==> src/ext_mem_pkg.sv <==
// Constants, field layout and carriers for the external memory port.
// Assumes a single 250 MHz clock shared by the bus slave and the engine.
package ext_mem_pkg;

  // ------------------------------------------------------------
  // Clock and pin timing
  // ------------------------------------------------------------
  localparam int CLK_MHZ = 250;
  localparam int T_STROBE_NS = 45;
  localparam int T_RECOVER_NS = 39;
  localparam int T_CAS_RAS_NS = 18;
  localparam int T_RF_HOLD_NS = 110;
  localparam int T_PRECHARGE_NS = 70;

  // Least times round up, never below one cycle
  function automatic int min_cyc(input int ns);
    int c;
    c = (ns * CLK_MHZ + 999) / 1000;
    return (c < 1) ? 1 : c;
  endfunction : min_cyc

  localparam logic [7:0] STROBE_CYC = 8'(min_cyc(T_STROBE_NS));
  localparam logic [7:0] RECOVER_CYC = 8'(min_cyc(T_RECOVER_NS));
  localparam logic [7:0] CAS_RAS_CYC = 8'(min_cyc(T_CAS_RAS_NS));
  localparam logic [7:0] RF_HOLD_CYC = 8'(min_cyc(T_RF_HOLD_NS));
  localparam logic [7:0] PRECHARGE_CYC = 8'(min_cyc(T_PRECHARGE_NS));
  localparam logic [7:0] STROBE_STEP = 8'h04;
  localparam int REF_BASE_CYC = 256;

  // ------------------------------------------------------------
  // Register map (byte offsets) and fields
  // ------------------------------------------------------------
  localparam logic [7:0] OFF_CTRL = 8'h00;
  localparam logic [7:0] OFF_STAT = 8'h04;
  localparam logic [7:0] OFF_WDATA = 8'h08;
  localparam logic [7:0] OFF_RDATA = 8'h0C;
  localparam logic [7:0] OFF_ROFS0 = 8'h10;
  localparam logic [7:0] OFF_ROFS1 = 8'h14;
  localparam logic [7:0] OFF_WADDR = 8'h18;

  localparam int CTRL_W = 10;
  localparam int CTRL_SRAM = 0;
  localparam int CTRL_W24 = 1;
  localparam int CTRL_RDLOAD = 2;
  localparam int CTRL_RDIV = 3;
  localparam int CTRL_STIM = 6;
  localparam int CTRL_OFSSEL = 8;
  localparam int CTRL_IE = 9;
  localparam logic [CTRL_W-1:0] CTRL_RESET = 10'h000;

  localparam int STAT_BUSY = 0;
  localparam int STAT_RDV = 1;
  localparam int STAT_FULL = 2;

  // ------------------------------------------------------------
  // Widths and unit counts
  // ------------------------------------------------------------
  localparam int ADDR_W = 18;
  localparam int WORD_W = 24;
  localparam int DQ_W = 4;
  localparam int AD_W = 8;
  localparam int MA_W = 9;
  localparam int SRAM_A_W = 14;
  localparam logic [2:0] UNITS_DRAM16 = 3'h4;
  localparam logic [2:0] UNITS_DRAM24 = 3'h6;
  localparam logic [2:0] UNITS_SRAM16 = 3'h2;
  localparam logic [2:0] UNITS_SRAM24 = 3'h3;

  typedef struct packed {
    logic wr;
    logic [ADDR_W-1:0] addr;
    logic [WORD_W-1:0] data;
  } cmd_t;

  typedef struct packed {
    logic ras_n;
    logic cas_n;
    logic we_n;
    logic [MA_W-1:0] ma;
    logic [DQ_W-1:0] dq_o;
    logic dq_oe_n;
    logic cs_n;
    logic rd_n;
    logic wr_n;
    logic ale;
    logic [AD_W-1:0] ad_o;
    logic ad_oe_n;
  } mem_pins_t;

  localparam mem_pins_t PINS_IDLE = '{ras_n: 1'b1, cas_n: 1'b1, we_n: 1'b1,
    ma: 9'h000, dq_o: 4'h0, dq_oe_n: 1'b1, cs_n: 1'b1, rd_n: 1'b1,
    wr_n: 1'b1, ale: 1'b0, ad_o: 8'h00, ad_oe_n: 1'b1};

  typedef enum logic [3:0] {
    ST_IDLE, ST_START, ST_ROW, ST_SA_HI, ST_SA_LO, ST_STB, ST_GAP,
    ST_RF_CAS, ST_RF_RAS, ST_RF_PRE
  } eng_state_t;

endpackage : ext_mem_pkg

==> src/cmd_buffer.sv <==
// Small FIFO of flip-flops with valid/ready on both sides.
// Assumes the consumer may hold out_ready low for any time.
`timescale 1ns/100ps
module cmd_buffer #(
  parameter int W = 8,
  parameter int DEPTH = 2
) (
  // Clock and reset
  input logic clk,
  input logic reset,
  // Fill side
  input logic in_valid,
  output logic in_ready,
  input logic [W-1:0] in_data,
  // Drain side
  output logic out_valid,
  input logic out_ready,
  output logic [W-1:0] out_data
);
  localparam int PW = $clog2(DEPTH);

  logic [W-1:0] mem_r [DEPTH];
  logic [PW-1:0] wp_r;
  logic [PW-1:0] rp_r;
  logic [PW:0] cnt_r;
  logic push;
  logic pop;

  assign in_ready = (cnt_r != (PW+1)'(DEPTH));
  assign out_valid = (cnt_r != '0);
  assign out_data = mem_r[rp_r];
  assign push = in_valid && in_ready;
  assign pop = out_valid && out_ready;

  always_ff @(posedge clk or posedge reset) begin
    if (reset) begin
      wp_r <= '0;
      rp_r <= '0;
      cnt_r <= '0;
    end else begin
      if (push) begin
        wp_r <= (wp_r == PW'(DEPTH-1)) ? '0 : wp_r + 1'b1;
      end
      if (pop) begin
        rp_r <= (rp_r == PW'(DEPTH-1)) ? '0 : rp_r + 1'b1;
      end
      if (push && !pop) begin
        cnt_r <= cnt_r + 1'b1;
      end else if (pop && !push) begin
        cnt_r <= cnt_r - 1'b1;
      end
    end
  end

  always_ff @(posedge clk) begin
    if (push) begin
      mem_r[wp_r] <= in_data;
    end
  end

endmodule : cmd_buffer

==> src/refresh_tick.sv <==
// Refresh interval divider: one-cycle tick every BASE << sel cycles.
// Assumes sel may change at any time; the new period applies at once, with an early wrap if the count is already past it.
`timescale 1ns/100ps
module refresh_tick #(
  parameter int BASE = 256
) (
  // Clock and reset
  input logic clk,
  input logic reset,
  // Control
  input logic [2:0] sel,
  output logic tick
);
  logic [23:0] cnt_r;
  logic [23:0] period;

  assign period = 24'(BASE) << sel;

  always_ff @(posedge clk or posedge reset) begin
    if (reset) begin
      cnt_r <= '0;
      tick <= 1'b0;
    end else if (cnt_r >= period - 24'h000001) begin
      cnt_r <= '0;
      tick <= 1'b1;
    end else begin
      cnt_r <= cnt_r + 24'h000001;
      tick <= 1'b0;
    end
  end

endmodule : refresh_tick

==> src/external_memory_port.sv <==
// External memory port: AHB-Lite register slave plus DRAM/SRAM engine.
// Assumes one upstream bus shared by both processing cores, one clock.
`timescale 1ns/100ps

module external_memory_port
  import ext_mem_pkg::*;
#(
  parameter int REF_BASE = REF_BASE_CYC
) (
  // Clock and reset
  input logic clk,
  input logic reset,
  // AHB-Lite slave
  input logic hsel,
  input logic [31:0] haddr,
  input logic [1:0] htrans,
  input logic hwrite,
  input logic [2:0] hsize,
  input logic [31:0] hwdata,
  input logic hready,
  output logic [31:0] hrdata,
  output logic hreadyout,
  output logic hresp,
  // Memory pins
  output mem_pins_t pins,
  input logic [DQ_W-1:0] dq_i,
  input logic [AD_W-1:0] ad_i,
  // Read-complete interrupt
  output logic rd_irq
);

  // ------------------------------------------------------------
  // Declarations
  // ------------------------------------------------------------
  logic ph_r;
  logic ph_wr_r;
  logic [7:0] ph_addr_r;
  logic hreadyout_r;
  logic [31:0] hrdata_r;
  logic [CTRL_W-1:0] ctrl_r;
  logic [ADDR_W-1:0] rofs_r [2];
  logic [ADDR_W-1:0] waddr_r;
  logic [WORD_W-1:0] rdata_r;
  logic rdv_r;
  logic rd_irq_r;
  logic ref_pend_r;
  mem_pins_t pins_r;
  eng_state_t st_r;
  logic [7:0] tmr_r;
  logic [2:0] idx_r;
  logic cmd_wr_r;
  logic [ADDR_W-1:0] cmd_addr_r;
  logic [WORD_W-1:0] wsh_r;
  logic [WORD_W-1:0] rsh_r;
  logic rd_done;
  logic push_req;
  logic stall;
  logic commit;
  cmd_t push_cmd;
  logic buf_in_ready;
  logic buf_out_valid;
  logic buf_pop;
  cmd_t buf_out;
  logic ref_tick;
  logic [31:0] rd_mux;
  logic is_sram;
  logic is_w24;
  logic [2:0] units;
  logic [ADDR_W-1:0] ua;
  logic [7:0] stb_cyc;
  logic [7:0] gap_cyc;
  logic [AD_W-1:0] wr_unit;
  logic [ADDR_W-1:0] sel_ofs;

  assign is_sram = ctrl_r[CTRL_SRAM];
  assign is_w24 = ctrl_r[CTRL_W24];
  assign sel_ofs = rofs_r[ctrl_r[CTRL_OFSSEL]];

  // ------------------------------------------------------------
  // AHB-Lite data phase
  // ------------------------------------------------------------
  // Every access takes one wait state; pushes that find the buffer
  // full keep hreadyout low, so back-pressure reaches the master.
  always_comb begin
    push_req = 1'b0;
    push_cmd = '0;
    if (ph_r && ph_wr_r && ph_addr_r == OFF_WDATA) begin
      push_req = 1'b1;
      push_cmd = '{wr: 1'b1, addr: waddr_r, data: hwdata[WORD_W-1:0]};
    end else if (ph_r && ph_wr_r && !ctrl_r[CTRL_RDLOAD]
                 && (ph_addr_r == OFF_ROFS0 || ph_addr_r == OFF_ROFS1)) begin
      push_req = 1'b1;
      push_cmd = '{wr: 1'b0, addr: hwdata[ADDR_W-1:0], data: '0};
    end else if (ph_r && !ph_wr_r && ctrl_r[CTRL_RDLOAD]
                 && ph_addr_r == OFF_RDATA) begin
      push_req = 1'b1;
      push_cmd = '{wr: 1'b0, addr: sel_ofs, data: '0};
    end
  end

  assign stall = push_req && !buf_in_ready;
  assign commit = ph_r && !stall;

  always_comb begin
    rd_mux = '0;
    case (ph_addr_r)
      OFF_CTRL: rd_mux[CTRL_W-1:0] = ctrl_r;
      OFF_STAT: begin
        rd_mux[STAT_BUSY] = (st_r != ST_IDLE) || buf_out_valid;
        rd_mux[STAT_RDV] = rdv_r;
        rd_mux[STAT_FULL] = !buf_in_ready;
      end
      OFF_RDATA: rd_mux[WORD_W-1:0] = rdata_r;
      OFF_ROFS0: rd_mux[ADDR_W-1:0] = rofs_r[0];
      OFF_ROFS1: rd_mux[ADDR_W-1:0] = rofs_r[1];
      OFF_WADDR: rd_mux[ADDR_W-1:0] = waddr_r;
      default: rd_mux = '0;
    endcase
  end

  // Single port for both cores; arbitration sits upstream
  always_ff @(posedge clk or posedge reset) begin
    if (reset) begin
      ph_r <= 1'b0;
      ph_wr_r <= 1'b0;
      ph_addr_r <= '0;
      hreadyout_r <= 1'b1;
      hrdata_r <= '0;
    end else if (!ph_r) begin
      if (hsel && htrans[1] && hready) begin
        ph_r <= 1'b1;
        ph_wr_r <= hwrite;
        ph_addr_r <= {haddr[7:2], 2'b00};
        hreadyout_r <= 1'b0;
      end
    end else if (commit) begin
      ph_r <= 1'b0;
      hreadyout_r <= 1'b1;
      hrdata_r <= ph_wr_r ? 32'h00000000 : rd_mux;
    end
  end

  assign hrdata = hrdata_r;
  assign hreadyout = hreadyout_r;
  assign hresp = 1'b0;

  // ------------------------------------------------------------
  // Software registers
  // ------------------------------------------------------------
  always_ff @(posedge clk or posedge reset) begin
    if (reset) begin
      ctrl_r <= CTRL_RESET;
      rofs_r[0] <= '0;
      rofs_r[1] <= '0;
      waddr_r <= '0;
    end else if (commit && ph_wr_r) begin
      case (ph_addr_r)
        OFF_CTRL: ctrl_r <= hwdata[CTRL_W-1:0];
        OFF_ROFS0: rofs_r[0] <= hwdata[ADDR_W-1:0];
        OFF_ROFS1: rofs_r[1] <= hwdata[ADDR_W-1:0];
        OFF_WADDR: waddr_r <= hwdata[ADDR_W-1:0];
        default: ;
      endcase
    end
  end

  // Read-valid: a completing read wins over a same-cycle clear
  always_ff @(posedge clk or posedge reset) begin
    if (reset) begin
      rdv_r <= 1'b0;
      rd_irq_r <= 1'b0;
    end else begin
      if (rd_done) begin
        rdv_r <= 1'b1;
      end else if (commit && !ph_wr_r && ph_addr_r == OFF_RDATA) begin
        rdv_r <= 1'b0;
      end
      rd_irq_r <= rd_done ? ctrl_r[CTRL_IE] : (rdv_r && ctrl_r[CTRL_IE]);
    end
  end

  assign rd_irq = rd_irq_r;

  // ------------------------------------------------------------
  // Command buffer and refresh divider
  // ------------------------------------------------------------
  cmd_buffer #(
    .W($bits(cmd_t)),
    .DEPTH(2)
  ) u_buf (
    .clk(clk),
    .reset(reset),
    .in_valid(push_req),
    .in_ready(buf_in_ready),
    .in_data(push_cmd),
    .out_valid(buf_out_valid),
    .out_ready(buf_pop),
    .out_data(buf_out)
  );

  refresh_tick #(
    .BASE(REF_BASE)
  ) u_ref (
    .clk(clk),
    .reset(reset),
    .sel(ctrl_r[CTRL_RDIV +: 3]),
    .tick(ref_tick)
  );

  // Tick wins over the clear taken when refresh starts
  always_ff @(posedge clk or posedge reset) begin
    if (reset) begin
      ref_pend_r <= 1'b0;
    end else if (ref_tick && !is_sram) begin
      ref_pend_r <= 1'b1;
    end else if (st_r == ST_IDLE && !is_sram) begin
      ref_pend_r <= 1'b0;
    end
  end

  // ------------------------------------------------------------
  // External cycle engine
  // ------------------------------------------------------------
  // Refresh takes priority over queued words when idle
  assign buf_pop = (st_r == ST_IDLE) && !(ref_pend_r && !is_sram) && buf_out_valid;

  always_comb begin
    if (is_sram) begin
      units = is_w24 ? UNITS_SRAM24 : UNITS_SRAM16;
    end else begin
      units = is_w24 ? UNITS_DRAM24 : UNITS_DRAM16;
    end
  end

  assign ua = cmd_addr_r + ADDR_W'(idx_r);
  assign stb_cyc = STROBE_CYC + STROBE_STEP * 8'(ctrl_r[CTRL_STIM +: 2]);
  assign gap_cyc = is_sram ? RECOVER_CYC : PRECHARGE_CYC;
  assign wr_unit = is_sram ? wsh_r[WORD_W-1 -: AD_W] : {4'h0, wsh_r[WORD_W-1 -: DQ_W]};
  assign rd_done = (st_r == ST_GAP) && (tmr_r == 8'h00) && (idx_r == units) && !cmd_wr_r;

  always_ff @(posedge clk or posedge reset) begin
    if (reset) begin
      st_r <= ST_IDLE;
      tmr_r <= '0;
      idx_r <= '0;
      pins_r <= PINS_IDLE;
    end else if (tmr_r != 8'h00) begin
      tmr_r <= tmr_r - 8'h01;
    end else begin
      case (st_r)
        ST_IDLE: begin
          if (ref_pend_r && !is_sram) begin
            pins_r.cas_n <= 1'b0;
            tmr_r <= CAS_RAS_CYC - 8'h01;
            st_r <= ST_RF_CAS;
          end else if (buf_out_valid) begin
            idx_r <= '0;
            st_r <= ST_START;
          end
        end
        ST_START: begin
          if (!is_sram) begin
            pins_r.ma <= ua[ADDR_W-1 -: MA_W];
            pins_r.ras_n <= 1'b0;
            tmr_r <= CAS_RAS_CYC - 8'h01;
            st_r <= ST_ROW;
          end else begin
            // Relative address in two latched phases on the shared lines
            pins_r.cs_n <= 1'b0;
            pins_r.ale <= 1'b1;
            pins_r.ad_oe_n <= 1'b0;
            pins_r.ad_o <= AD_W'(ua[SRAM_A_W-1:AD_W]);
            tmr_r <= CAS_RAS_CYC - 8'h01;
            st_r <= ST_SA_HI;
          end
        end
        ST_ROW: begin
          pins_r.ma <= ua[MA_W-1:0];
          pins_r.cas_n <= 1'b0;
          pins_r.we_n <= !cmd_wr_r;
          pins_r.dq_o <= wr_unit[DQ_W-1:0];
          pins_r.dq_oe_n <= !cmd_wr_r;
          tmr_r <= stb_cyc - 8'h01;
          st_r <= ST_STB;
        end
        ST_SA_HI: begin
          pins_r.ad_o <= ua[AD_W-1:0];
          tmr_r <= CAS_RAS_CYC - 8'h01;
          st_r <= ST_SA_LO;
        end
        ST_SA_LO: begin
          pins_r.ale <= 1'b0;
          pins_r.ad_o <= wr_unit;
          pins_r.ad_oe_n <= !cmd_wr_r;
          pins_r.wr_n <= !cmd_wr_r;
          pins_r.rd_n <= cmd_wr_r;
          tmr_r <= stb_cyc - 8'h01;
          st_r <= ST_STB;
        end
        ST_STB: begin
          pins_r <= PINS_IDLE;
          idx_r <= idx_r + 3'h1;
          tmr_r <= gap_cyc - 8'h01;
          st_r <= ST_GAP;
        end
        ST_GAP: begin
          st_r <= (idx_r == units) ? ST_IDLE : ST_START;
        end
        ST_RF_CAS: begin
          pins_r.ras_n <= 1'b0;
          tmr_r <= RF_HOLD_CYC - 8'h01;
          st_r <= ST_RF_RAS;
        end
        ST_RF_RAS: begin
          pins_r <= PINS_IDLE;
          tmr_r <= PRECHARGE_CYC - 8'h01;
          st_r <= ST_RF_PRE;
        end
        ST_RF_PRE: st_r <= ST_IDLE;
        default: begin
          pins_r <= PINS_IDLE;
          st_r <= ST_IDLE;
        end
      endcase
    end
  end

  assign pins = pins_r;

  // Word shift registers: left-aligned out, shifted in at the bottom
  always_ff @(posedge clk or posedge reset) begin
    if (reset) begin
      cmd_wr_r <= 1'b0;
      cmd_addr_r <= '0;
      wsh_r <= '0;
      rsh_r <= '0;
      rdata_r <= '0;
    end else begin
      if (buf_pop) begin
        cmd_wr_r <= buf_out.wr;
        cmd_addr_r <= buf_out.addr;
        wsh_r <= is_w24 ? buf_out.data : {buf_out.data[15:0], 8'h00};
        rsh_r <= '0;
      end else if (st_r == ST_STB && tmr_r == 8'h00) begin
        if (is_sram) begin
          wsh_r <= wsh_r << AD_W;
          rsh_r <= {rsh_r[WORD_W-AD_W-1:0], ad_i};
        end else begin
          wsh_r <= wsh_r << DQ_W;
          rsh_r <= {rsh_r[WORD_W-DQ_W-1:0], dq_i};
        end
      end
      if (rd_done) begin
        rdata_r <= is_w24 ? rsh_r : {8'h00, rsh_r[15:0]};
      end
    end
  end

endmodule : external_memory_port

==> config.mk <==
export PLATFORM = sky130hd
export DESIGN_NAME = external_memory_port
export DESIGN_NICKNAME = d
export VERILOG_FILES = /design/src/ext_mem_pkg.sv /design/src/cmd_buffer.sv /design/src/refresh_tick.sv /design/src/external_memory_port.sv
export SDC_FILE = /design/constraint.sdc
export NUM_CORES = 1
export LEC_CHECK = 0
export ABC_AREA = 0
export BUFFER_PORTS_ARGS = -buffer_cell sky130_fd_sc_hd__buf_2
export CAP_MARGIN = 5
export CELL_PAD_IN_SITES_DETAIL_PLACEMENT = 0
export CELL_PAD_IN_SITES_GLOBAL_PLACEMENT = 1
export CORE_MARGIN = 2
export CORE_UTILIZATION = 50
export CTS_BUF_LIST = sky130_fd_sc_hd__clkbuf_8
export CTS_CLUSTER_SIZE = 24
export DETAILED_ROUTE_END_ITERATION = 10
export PLACE_DENSITY = 0.85
export SYNTH_ARGS = -nofsm -noshare
export SYNTH_HDL_FRONTEND = slang
export SYNTH_SLANG_ARGS = --single-unit
export TNS_END_PERCENT = 100
==> constraint.sdc <==
create_clock -name clk -period 13 [get_ports clk]
set_input_delay 1.3 -clock clk [delete_from_list [all_inputs] [get_ports clk]]
set_output_delay 1.3 -clock clk [all_outputs]
set_load 0.02 [all_outputs]
======== After elaboration in Yosys (flattened, before gate mapping) ========
Memory sizes are Yosys's and may differ from the RTL's.
Index checks and enable logic that the tools add are counted.
word-level totals
  bits in registers ....................... 273
  bits in writable memories ............... 86
  input bits .............................. 86
  logic and storage cells ................. 241
  memories kept ........................... 1
memory list
  memory       depth  width  rd ports  clocked after Yosys merged registers in  write ports  RTL line          source
  u_buf.mem_r  2      43     1         0                                        1            cmd_buffer.sv:22  logic [W-1:0] mem_r [DEPTH];
operators by class
  $add $sub $neg .......................... 12
  order comparisons ....................... 2
  equality and inequality tests ........... 25
  shift operators ......................... 1
  multiplexer cells ....................... 72
  bitwise operators ....................... 11
  reduce and logical (&&, ||, !) cells .... 80
operators with widths
  kind                                                                   count
  24-bit 2-to-1 mux                                                      10
  42-bit 2-to-1 mux                                                      2
  8-bit one-hot mux with 4 select lines                                  2
  18-bit 2-to-1 mux                                                      3
  8-bit one-hot mux with 6 select lines                                  1
  43-bit 2-to-1 mux                                                      1
  7-bit one-hot mux with 5 select lines                                  1
  4-bit one-hot mux with 8 select lines                                  1
  1-bit logical AND                                                      28
  9-bit one-hot mux with 3 select lines                                  1
  1-bit 2-to-1 mux                                                       25
  24-bit by 1-bit adder with 24-bit output (second input constant)       1
  24-bit greater-or-equal comparator                                     1
  8-bit 2-to-1 mux                                                       3
  6-bit OR reduction                                                     4
  9-bit by 3-bit left shift with 24-bit output (first input constant)    1
  24-bit by 1-bit subtractor with 24-bit output (second input constant)  1
  2-bit AND reduction                                                    11
  7-bit OR reduction                                                     3
  18-bit by 3-bit adder with 18-bit output                               1
  6-bit by 3-bit == test with 1-bit output (second input constant)       3
  3-bit one-hot mux with 6 select lines                                  1
  3-bit AND reduction                                                    6
  4-bit by 3-bit == test with 1-bit output (second input constant)       4
  other kinds (43)                                                       88

======== Depth between registers and ports, before layout ========
Gate-level depths: netlist (run 1).
  depth after elaboration ................. 14
  mapped depth ............................ 11
  mapped depth without buffers ............ 9

======== Cells and area by module ========
A second synthesis (run 1) with hierarchy kept.
second synthesis, totals
  cell total of the unflattened synthesis .. 1475
  area, all modules ....................... 17070.1 um^2
by module, submodules not included
  module                times used  cells an instance  area each (um^2)
  external_memory_port  1           1200               12251.8
  cmd_buffer            1           153                3502.1
  refresh_tick          1           122                1316.3

======== Least setup slack after synthesis (run 1) ========
OpenSTA, ideal clock, no wires.
  kind .................................... register -> register
  start point ............................. reg ph_addr_r[7]
  end point ............................... mem u_buf.mem_r[0][0] (netlist bit) (enable)
  arrival ................................. 4303 ps
  setup slack ............................. 8201 ps
  stages on the path, launching flop included .. 7
  buffers on the path ..................... 2
  cells stage by stage .................... dfrtp_1 -> or3_1 -> buf_2 -> nor2_2 -> buf_4 -> a31oi_4 -> nor3_1
between the ends
  cells in the longest elaborated chain, start to end .. 8
  elaborated cells between the ends (all ways) .. 14
RTL lines
  element                                                                                               RTL line                                                source
  start, declared                                                                                       external_memory_port.sv:37                              logic [7:0] ph_addr_r;
  start signal, assigned                                                                                external_memory_port.sv:133                             ph_addr_r <= {haddr[7:2], 2'b00};
  6-bit by 2-bit == test with 1-bit output or 6-bit by 3-bit == test with 1-bit output (tied branches)  external_memory_port.sv:95, external_memory_port.sv:91
  1-bit logical AND or 1-bit logical OR (tied branches)                                                 external_memory_port.sv:95, external_memory_port.sv:91
  1-bit 2-to-1 mux or 1-bit logical AND (tied branches)                                                 external_memory_port.sv:94, external_memory_port.sv:91
  1-bit 2-to-1 mux                                                                                      external_memory_port.sv:90                              end else if (ph_r && ph_wr_r && !ctrl_r[CTRL_RDLOAD]
  1-bit 2-to-1 mux *                                                                                    external_memory_port.sv:87                              if (ph_r && ph_wr_r && ph_addr_r == OFF_WDATA) begin
  1-bit logical AND *                                                                                   cmd_buffer.sv:32                                        assign push = in_valid && in_ready;
  1-bit 2-to-1 mux *                                                                                    cmd_buffer.sv:56                                        if (push) begin
  1-bit 2-to-1 mux (implied by the code) *                                                              cmd_buffer.sv:57                                        mem_r[wp_r] <= in_data;
  end, declared                                                                                         cmd_buffer.sv:22
Every way passes the cells marked *; elsewhere a longest branch is shown, timed or not.

======== Worst setup path after layout (run 1) ========
  start point ............................. reg ph_addr_r[4]
  end point ............................... mem u_buf.mem_r[1][34] (netlist bit) (enable)
between the ends
  cells in the longest elaborated chain, start to end .. 8
  elaborated cells between the ends (all ways) .. 14
RTL lines
  element                                                                                               RTL line                                                source
  6-bit by 2-bit == test with 1-bit output or 6-bit by 3-bit == test with 1-bit output (tied branches)  external_memory_port.sv:95, external_memory_port.sv:91
  1-bit logical AND or 1-bit logical OR (tied branches)                                                 external_memory_port.sv:95, external_memory_port.sv:91
  1-bit 2-to-1 mux or 1-bit logical AND (tied branches)                                                 external_memory_port.sv:94, external_memory_port.sv:91
  1-bit 2-to-1 mux                                                                                      external_memory_port.sv:90
  1-bit 2-to-1 mux *                                                                                    external_memory_port.sv:87
  1-bit logical AND *                                                                                   cmd_buffer.sv:32
  net u_buf.push                                                                                        cmd_buffer.sv:26                                        logic push;
  1-bit 2-to-1 mux *                                                                                    cmd_buffer.sv:56
  1-bit 2-to-1 mux (implied by the code) *                                                              cmd_buffer.sv:57
The timed path passes the listed nets; every way through them passes the cells marked *.

==> results of run 1 <==
worst paths after layout:
path	to	slack [ns]	depth (start not counted)
min in group asynchronous	tmr_r[5]$_DFFE_PP0P_	0.80	2
min reg2reg	hreadyout$_DFFE_PP1P_	0.46	2
max reg2reg	u_buf.mem_r[1][34]$_DFFE_PP_	9.59	5
min	hreadyout$_DFFE_PP1P_	0.46	2
max in group asynchronous	rofs_r[11]$_DFFE_PP0P_	10.63	3
max	u_buf.mem_r[1][34]$_DFFE_PP_	9.59	5
registers in the layout, indices dropped and copies added (netlist names), 24 cells and up:
register	count
pins	29
wsh_r	24
hrdata	24
rdata_r	24
u_buf.mem_r	86
u_ref.cnt_r	24
rsh_r	24
rofs_r	36
final cells by class:
class / instances / area (µm²) / share of cell area (%)
Inverter: 20 / 82.6 / 0.432
Timing Repair Buffer: 118 / 628 / 3.29
Multi-Input combinational cell: 1014 / 7410 / 38.8
Clock inverter: 46 / 400 / 2.10
Tap cell: 448 / 561 / 2.93
Sequential cell: 350 / 9200 / 48.1
Clock buffer: 60 / 826 / 4.32
worst max-delay path: stages, from the launching register on:
cell and delay [ns]:
dfrtp_1 0.65, nand2b_1 0.29, nor2_2 0.58, a31oi_4 0.19, nor2_1 0.32, and2_2 0.94
metrics by stage:
stage / power, mW / hold WS [ns] / instance area (µm²)
after floorplan: 2.08 / 0.450 / 17200
after global placement: 2.27 / 0.446 / 17900
after detailed placement: 2.29 / 0.453 / 17900
after CTS: 3.33 / 0.460 / 19100
after global routing: 3.48 / 0.492 / 19100
final: 3.30 / 0.459 / 19100
placed cells by master (no fill, tap or decap), drive strengths merged, types with 4 or more instances in the layout:
master,instances
o21ai,103
dfstp,8
xnor2,15
a22oi,8
nand4,8
nor2b,11
xor2,28
and2,4
a31oi,6
clkbuf,60
o211ai,6
a211oi,5
inv,42
edfxtp,86
buf,118
a222oi,8
mux4,16
and3,32
nand3,56
a221oi,23
a21oi,59
conb,10
a22o,22
o22ai,14
a21o,4
nor3b,6
dfrtp,256
mux2,126
or4,4
ha,19
nand2b,15
nor3,24
bufinv,8
nand2,99
nor2,140
nor4,11
o2bb2ai,21
mux2i,68
clkinv,14
cells by family (layout without fill, tap and decap cells):
family	after synthesis	in the layout	share of synthesized area [%]
other cells	2	10	0.0437
flops	350	350	53.5
mux	210	210	14.5
simple gates	426	426	12.5
compound gates	305	305	12.1
fa+ha+maj	20	20	1.50
buf+inv	121	244	3.63
xor+xnor	43	43	2.19
power by group through the flow:
stage | clock [mW] | combinational [mW] | sequential (mW)
after detailed placement | 0 | 0.820 | 1.47
after CTS | 1.05 | 0.825 | 1.45
after global placement | 0 | 0.807 | 1.46
after floorplan | 0 | 0.662 | 1.42
after global routing | 1.10 | 0.909 | 1.47
final | 1.03 | 0.819 | 1.45
metal layers:
metal,part of all wire [%],up-vias
met4,3.2,0
li1,-,5610
met3,6.4,71
met5,0,-
met2,45,421
met1,45,5943
==> results.rst, run 1 <==
.. list-table::
   :header-rows: 1

   * - Metric
     - Value
   * - Fraction of power consumed by the clock network
     - slightly above 30%
   * - Worst setup margin
     - about 9.6 ns
   * - Post-synthesis instance total
     - roughly 1500
   * - Final worst path period share
     - 26.2%
   * - Max capacitance violation total
     - 0
   * - Switch share
     - 33.9%
   * - Horizontal die dimension
     - 189 µm
   * - Classification of the worst setup path
     - reg -> reg
   * - Transition time at the pin with the least slew margin
     - 1.29 ns
   * - Launching element of the worst setup path
     - ph_addr_r[4]$_DFFE_PP0P_
   * - Clock tree from TritonCTS
     - built
   * - WP data arrival
     - 3.62 ns
   * - Origin of the critical flop-to-flop path
     - ph_addr_r[4]$_DFFE_PP0P_
   * - Number of buffers added to fix hold violations after cts
     - 0
   * - Initial standard-cell utilization of the core
     - 51.0%
   * - Number of DRC violations after detailed-routing iteration 0
     - 1046
   * - Number of filler instances in the final layout
     - 2843
   * - Synth warnings
     - 0
   * - Routability cong.
     - 0.925
   * - Shortest period the worst path allows
     - approximately 3.4 ns
   * - Fin. max-slew vios
     - 0
   * - Internal power
     - 2.18 mW
   * - Slew headroom
     - 13.0%
   * - Clock sinks
     - 350
   * - Crit-path max FO
     - between 40 and 50
   * - Clock skew after layout
     - between 0.015 and 0.02 ns
   * - Pre-antenna DRT Iters
     - 7
   * - Total standard cell area after synthesis
     - around 17000 µm²
   * - Post-cts repair resize count
     - 0
   * - M2 GR Usage
     - 36.1%
   * - Count of inserted antenna diode cells
     - 0
   * - Worst-path clk slew
     - 0.07 ns
   * - Final core area utilization
     - 56.7%
   * - Share of final-layout standard cells stronger than drive strength 1
     - 22.9%
   * - Core region area
     - 33700 µm²
   * - Sequential cell fraction of total power
     - 44.0%
   * - Total via count in the routed design
     - around 12000
   * - Top post-synthesis cells by area
     - dfrtp_1 (37%), edfxtp_1 (15%), mux2_2 (6.8%), mux2i_1 (4.0%), nor2_1 (3.0%)
   * - Leakage power summed over all cells
     - 8.56 nW
   * - Outcome
     - completed
   * - Synth top area share
     - between 30 and 40%
   * - Hold Path Class
     - reg -> reg
   * - Largest area contributor in the synthesized netlist
     - dfrtp_1
   * - Hold Vio Cnt, Final
     - 0
   * - H-tree levels
     - 2
   * - Beginning of the worst hold path
     - hreadyout$_DFFE_PP1P_
   * - Leading register cell type out of synthesis
     - dfrtp_1
   * - Endpoint type of the worst setup path
     - flip-flop
   * - Post-route non-filler standard cell count
     - roughly 2100
   * - Routed WL
     - 41.8 mm
   * - Worst ir drop on vdd
     - 0.126 mV
   * - FMAX
     - 293 MHz
   * - Register area share after synthesis
     - between 50% and 60%
   * - Yosys cell types
     - 95
   * - Most numerous cell types in the synthesized netlist
     - dfrtp_1 (256), nor2_1 (138), mux2_2 (104)
   * - Net switching power
     - 1.12 mW
   * - Global-route wire length before repair
     - 67.0 mm
   * - DIE HEIGHT
     - 189 µm
   * - Share of flip-flops with an asynchronous set or reset
     - 75.4%
   * - Post-detailed-route count of antenna-violating nets
     - 0
   * - Top-Level Pins
     - between 150 and 200
   * - Area growth, synth to finish
     - 11.2%
   * - Root Buffer
     - clkbuf_8
   * - Dominant cell by count in the synthesized netlist
     - dfrtp_1
   * - Post-Syn Area per Cell
     - 11.6 µm²
   * - Setup TNS Final
     - 0 ns
   * - Number of DRC violations after detailed routing
     - 0
   * - Vias in the first global route
     - about 12000
   * - Number of buffers inserted by port buffering
     - 103
   * - Number of flops mapped to enable cells by yosys
     - 86
   * - Number of nets in the layout
     - 1666
   * - Placed cell count
     - 1950
   * - DIE AREA
     - around 36000 µm²
   * - Maximum buffer depth of the clock tree
     - 3
   * - Post-detailed-placement half-perimeter wirelength
     - 27.6 mm
   * - Met1 track demand over resource
     - 33.9%
   * - Post-CTS Setup Repair Bufs
     - 0
   * - Register bit count reported by yosys
     - 350
   * - Skew-Pair Late Insertion Delay
     - 0.61 ns
   * - Most utilized layer in the global route result
     - met2
   * - GRT overflow
     - 0
   * - Average wire length per cell after detail routing
     - 20.3 µm
   * - Launching element type of the critical path
     - flip-flop
   * - Floorplan row count
     - 67
   * - Worst setup slack after placement
     - 9.66 ns
   * - Ratio of total power to cell area
     - 173 nW/µm²
   * - Met3 track demand over resource in global routing
     - 4.56%
   * - Required time reported for the critical path endpoint
     - 13.21 ns
   * - Number of antenna violations at the first check in global routing
     - 0
   * - Combinational power share
     - between 20% and 30%
   * - Combined global-route utilization of all metal layers
     - 23.7%
   * - Count of endpoints failing setup in the final report
     - 0
   * - Clock buffer count from CTS
     - between 50 and 60
   * - Setup repair after global routing missed its margin
     - false
   * - Pin count of the biggest net entering global routing
     - 109
   * - Ratio of routed vias to standard cells
     - 5.86
(Power assumes the default switching activity.)
==> inputs of run 2 (changes only) <==
--- a/config.mk
+++ b/config.mk
@@ -5,17 +5,17 @@
 export SDC_FILE = /design/constraint.sdc
 export NUM_CORES = 1
 export LEC_CHECK = 0
-export ABC_AREA = 0
+export ABC_AREA = 1
 export BUFFER_PORTS_ARGS = -buffer_cell sky130_fd_sc_hd__buf_2
 export CAP_MARGIN = 5
 export CELL_PAD_IN_SITES_DETAIL_PLACEMENT = 0
 export CELL_PAD_IN_SITES_GLOBAL_PLACEMENT = 1
 export CORE_MARGIN = 2
-export CORE_UTILIZATION = 50
+export CORE_UTILIZATION = 42
 export CTS_BUF_LIST = sky130_fd_sc_hd__clkbuf_8
 export CTS_CLUSTER_SIZE = 24
 export DETAILED_ROUTE_END_ITERATION = 10
-export PLACE_DENSITY = 0.85
+export PLACE_DENSITY = 0.81
 export SYNTH_ARGS = -nofsm -noshare
 export SYNTH_HDL_FRONTEND = slang
 export SYNTH_SLANG_ARGS = --single-unit
==> constraint.sdc (replaced) <==
create_clock -name clk -period 2.7 [get_ports clk]
set_input_delay 0.27 -clock clk [delete_from_list [all_inputs] [get_ports clk]]
set_output_delay 0.27 -clock clk [all_outputs]
set_load 0.02 [all_outputs]
==> results.rst, run 2 <==
.. list-table::
   :header-rows: 1

   * - Metric
     - Value
   * - Floorplan row count
     - 73 (was 67)
   * - Maximum buffer depth of the clock tree
     - 3 (unchanged)
   * - Combined global-route utilization of all metal layers
     - 23.3% (was 23.7%)
   * - Leading register cell type out of synthesis
     - dfrtp_1 (unchanged)
   * - Register with the most flip-flops
     - u_buf.mem_r (unchanged)
   * - Slew headroom
     - 44.3% (was 13.0%)
   * - Hold Path Class
     - in -> reg (was reg -> reg)
   * - Complex-gate fraction of the synthesized area
     - 12.0% (was 12.1%)
   * - Core region area
     - 39500 µm² (was 33700 µm²)
   * - Beginning of the worst hold path
     - hwdata[13] (was hreadyout$_DFFE_PP1P_)
   * - Post-detailed-placement half-perimeter wirelength
     - 32.5 mm (was 27.6 mm)
   * - Top post-synthesis cells by area
     - dfrtp_1 (38%), edfxtp_1 (15%), nand2_1 (13%), o21ai_0 (5.3%), nor2_1 (4.9%) (was dfrtp_1 (37%), edfxtp_1 (15%), mux2_2 (6.8%), mux2i_1 (4.0%), nor2_1 (3.0%))
   * - Count of endpoints failing setup in the final report
     - 0 (unchanged)
   * - Horizontal die dimension
     - 203 µm (was 189 µm)
   * - Multiplexer area fraction after synthesis
     - 0.959% (was 14.5%)
   * - Number of nets in the layout
     - 2221 (was 1666)
   * - Cell area after layout
     - 19600 µm² (was 19100 µm²)
   * - Worst setup margin
     - 0.188 ns (was 9.59 ns)
   * - Yosys cell types
     - 51 (was 95)
   * - Top-Level Pins
     - 151 (unchanged)
   * - Initial standard-cell utilization of the core
     - 42.3% (was 51.0%)
   * - Final worst path period share
     - 93.0% (was 26.2%)
   * - DIE HEIGHT
     - 203 µm (was 189 µm)
   * - Hold Vio Cnt, Final
     - 0 (unchanged)
   * - Cell count of the worst reg-to-reg path
     - 12 (was 5)
   * - Clock sinks
     - 350 (unchanged)
   * - Synth warnings
     - 0 (unchanged)
   * - Fin. max-slew vios
     - 0 (unchanged)
   * - Launching element type of the critical path
     - flip-flop (unchanged)
   * - Launching element of the worst setup path
     - ctrl_r[5]$_DFFE_PP0P_ (was ph_addr_r[4]$_DFFE_PP0P_)
   * - Register bit count reported by yosys
     - 350 (unchanged)
   * - Post-CTS Setup Repair Bufs
     - 0 (unchanged)
   * - Number of filler instances in the final layout
     - 3820 (was 2843)
   * - Setup TNS Final
     - 0 ns (unchanged)
   * - Number of antenna violations at the first check in global routing
     - 0 (unchanged)
   * - Number of DRC violations after detailed-routing iteration 0
     - 1175 (was 1046)
   * - Vias in the first global route
     - 13600 (was 11900)
   * - Total standard cell area after synthesis
     - 16700 µm² (was 17200 µm²)
   * - Ratio of routed vias to standard cells
     - 5.19 (was 5.86)
   * - Post-route non-filler standard cell count
     - 2689 (was 2056)
   * - CP delay by family, top
     - simple AND/OR/NAND/NOR gates (unchanged)
   * - XOR/XNOR Fraction of Synth Area
     - 1.73% (was 2.19%)
   * - Worst-path clk slew
     - 0.06 ns (was 0.07 ns)
   * - Routed WL
     - 46.7 mm (was 41.8 mm)
   * - Crit path largest cell delay
     - 0.44 ns (was 0.94 ns)
   * - Post-cts repair resize count
     - 0 (unchanged)
   * - Clock skew after layout
     - 0.0320 ns (was 0.0199 ns)
   * - Area growth, synth to finish
     - 17.3% (was 11.2%)
   * - Shortest period the worst path allows
     - 2.51 ns (was 3.41 ns)
   * - End of the worst register-to-register path
     - u_ref.cnt_r[1]$_DFF_PP0_ (was u_buf.mem_r[1][34]$_DFFE_PP_)
   * - Max capacitance violation total
     - 0 (unchanged)
   * - Number of DRC violations after detailed routing
     - 0 (unchanged)
   * - Register area share after synthesis
     - 55.1% (was 53.5%)
   * - Required time reported for the critical path endpoint
     - 3.24 ns (was 13.21 ns)
   * - Share of final-layout standard cells stronger than drive strength 1
     - 12.9% (was 22.9%)
   * - Count of inserted antenna diode cells
     - 0 (unchanged)
   * - Global-route wire length before repair
     - 75.2 mm (was 67.0 mm)
   * - Number of buffers inserted by port buffering
     - 103 (unchanged)
   * - Hold Slack
     - 0.0414 ns (was 0.459 ns)
   * - Routability cong.
     - 0.878 (was 0.925)
   * - Placed cell count
     - 2539 (was 1950)
   * - Max FFs per register
     - 86 (unchanged)
   * - GRT overflow
     - 0 (unchanged)
   * - Clock tree from TritonCTS
     - built (unchanged)
   * - DIE AREA
     - 41400 µm² (was 35900 µm²)
   * - FMAX
     - 398 MHz (was 293 MHz)
   * - Clock buffer count from CTS
     - 58 (was 56)
   * - Skew-Pair Late Insertion Delay
     - 0.67 ns (was 0.61 ns)
   * - Leakage power summed over all cells
     - 9.50 nW (was 8.56 nW)
   * - Transition time at the pin with the least slew margin
     - 0.835 ns (was 1.29 ns)
   * - Slowest cell on the critical path
     - dfrtp_1 (was and2_2)
   * - Most used cells in the layout excluding fill and tap cells
     - nand2_1 (558), dfrtp_1 (255), nor2_1 (217) (was dfrtp_1 (254), nor2_1 (138), mux2_2 (104))
   * - H-tree levels
     - 2 (unchanged)
   * - Register-to-register setup slack
     - 0.19 ns (was 9.59 ns)
   * - Endpoint type of the worst setup path
     - flip-flop (unchanged)
   * - Largest area contributor in the synthesized netlist
     - dfrtp_1 (unchanged)
   * - Share of synthesized cell area in full adder, half adder and majority cells
     - 1.54% (was 1.50%)
   * - Worst setup slack after placement
     - 0.203 ns (was 9.66 ns)
   * - Final core area utilization
     - 49.7% (was 56.7%)
   * - Cell Chain, Critical Path
     - inv_1 > nor3_1 > buf_4 > ha_1 > inv_1 > ha_1 > nand2_1 > nor4_1 > nand4_1 > nand3b_1 > buf_12 > nor2_1 (was nand2b_1 > nor2_2 > a31oi_4 > nor2_1 > and2_2)
   * - Origin of the critical flop-to-flop path
     - ctrl_r[5]$_DFFE_PP0P_ (was ph_addr_r[4]$_DFFE_PP0P_)
   * - Pre-antenna DRT Iters
     - 5 (was 7)
   * - Critical path depth in cells
     - 12 (was 5)
   * - Post-Syn Area per Cell
     - 8.58 µm² (was 11.6 µm²)
   * - Average wire length per cell after detail routing
     - 17.4 µm (was 20.3 µm)
   * - Crit-path max FO
     - 25 (was 43)
   * - Share of flip-flops with an asynchronous set or reset
     - 75.4% (unchanged)
   * - Classification of the worst setup path
     - reg -> reg (unchanged)
   * - Ratio of total power to cell area
     - 917 nW/µm² (was 173 nW/µm²)
   * - Synth top area share
     - 38.3% (was 37.3%)
   * - Combined buffer and inverter count along the critical path
     - 4 (was 0)
   * - Setup repair after global routing missed its margin
     - false (unchanged)
   * - Most numerous cell types in the synthesized netlist
     - nand2_1 (558), dfrtp_1 (256), nor2_1 (219) (was dfrtp_1 (256), nor2_1 (138), mux2_2 (104))
   * - Dominant combinational cell family by area after synthesis
     - simple AND/OR/NAND/NOR gates (was multiplexers)
   * - Placed Area
     - 17900 µm² (about the same)
   * - Endpoint of the worst hold path
     - rofs_r[13]$_DFFE_PP0P_ (was hreadyout$_DFFE_PP1P_)
   * - Pin count of the biggest net entering global routing
     - 74 (was 109)
   * - Number of flops mapped to enable cells by yosys
     - 86 (unchanged)
   * - Post-detailed-route count of antenna-violating nets
     - 0 (unchanged)
   * - Most common cell after layout, fill and taps aside
     - nand2_1 (was dfrtp_1)
   * - Sum of internal, switching and leakage power
     - 18.0 mW (was 3.30 mW)
   * - Number of cells traversed by the worst hold path
     - 3 (was 2)
   * - Post-synthesis instance total
     - 1948 (was 1477)
   * - Total via count in the routed design
     - 14000 (was 12000)
   * - Dominant cell by count in the synthesized netlist
     - nand2_1 (was dfrtp_1)
   * - Outcome
     - completed (unchanged)
   * - Worst ir drop on vdd
     - 0.465 mV (was 0.126 mV)
   * - Root Buffer
     - clkbuf_8 (unchanged)
   * - WP data arrival
     - 3.06 ns (was 3.62 ns)
   * - Simple logic cell fraction of the synthesized area
     - 22.6% (was 12.5%)
==> run 2: layout make-up <==
type	count	area [µm²]	area share, %
Sequential cell	350	9200	47.0
Multi-Input combinational cell	1365	6540	33.4
Timing Repair Buffer	185	1310	6.68
Clock buffer	75	1030	5.27
Tap cell	525	657	3.35
Inverter	155	587	2.99
Clock inverter	34	273	1.39
==> run 2: how the worst max path moves through the flow <==
stage,end,slack (ns)
final,u_ref.cnt_r[1]$_DFF_PP0_,0.19
after global routing,u_ref.cnt_r[20]$_DFF_PP0_,0.01
after CTS,u_ref.cnt_r[1]$_DFF_PP0_,0.19
after detailed placement,u_ref.cnt_r[1]$_DFF_PP0_,0.20
after global placement,u_ref.cnt_r[9]$_DFF_PP0_,0.27
after floorplan,cmd_addr_r[0]$_DFFE_PP0P_,-1.05
==> run 2: kinds of logic (layout without fill, tap and decap cells) <==
family | count (synthesis) | after routing
AND/OR/NAND/NOR | 920 | 920
XOR/XNOR | 33 | 33
adder cells (fa/ha/maj) | 20 | 20
multiplexers | 16 | 16
flip-flops | 350 | 350
other | 2 | 10
buffers and inverters | 241 | 449
AO/OA/AOI/OAI | 366 | 366
==> run 2: layer usage <==
metal / global-route usage [%] / routed length [µm] / up-vias
met5: 0 / 0 / -
met4: 8.32 / 1490 / 0
met3: 4.17 / 2800 / 93
met2: 38.0 / 21900 / 439
met1: 31.2 / 20500 / 6668
li1: - / - / 6766
==> run 2: where the power goes <==
group          total, mW  internal [mW]  switching (mW)
sequential          7.15           6.36           0.794
clock               5.16           2.89            2.27
combinational       5.65           1.89            3.76
total               18.0           11.1            6.82
==> run 2: timing repair <==
action                     in CTS  in global routing
hold endpoints to repair       78                  0
setup endpoints to repair       0                  0
hold buffers                   41                  0
==> run 2: worst reg2reg max path, delay by kind of cell (launching register included) <==
kind / cells / cell delay [ns]
adder cells (fa/ha/maj): 2 / 0.42
buffers and inverters: 4 / 0.51
flip-flops: 1 / 0.44
AND/OR/NAND/NOR: 6 / 1.01
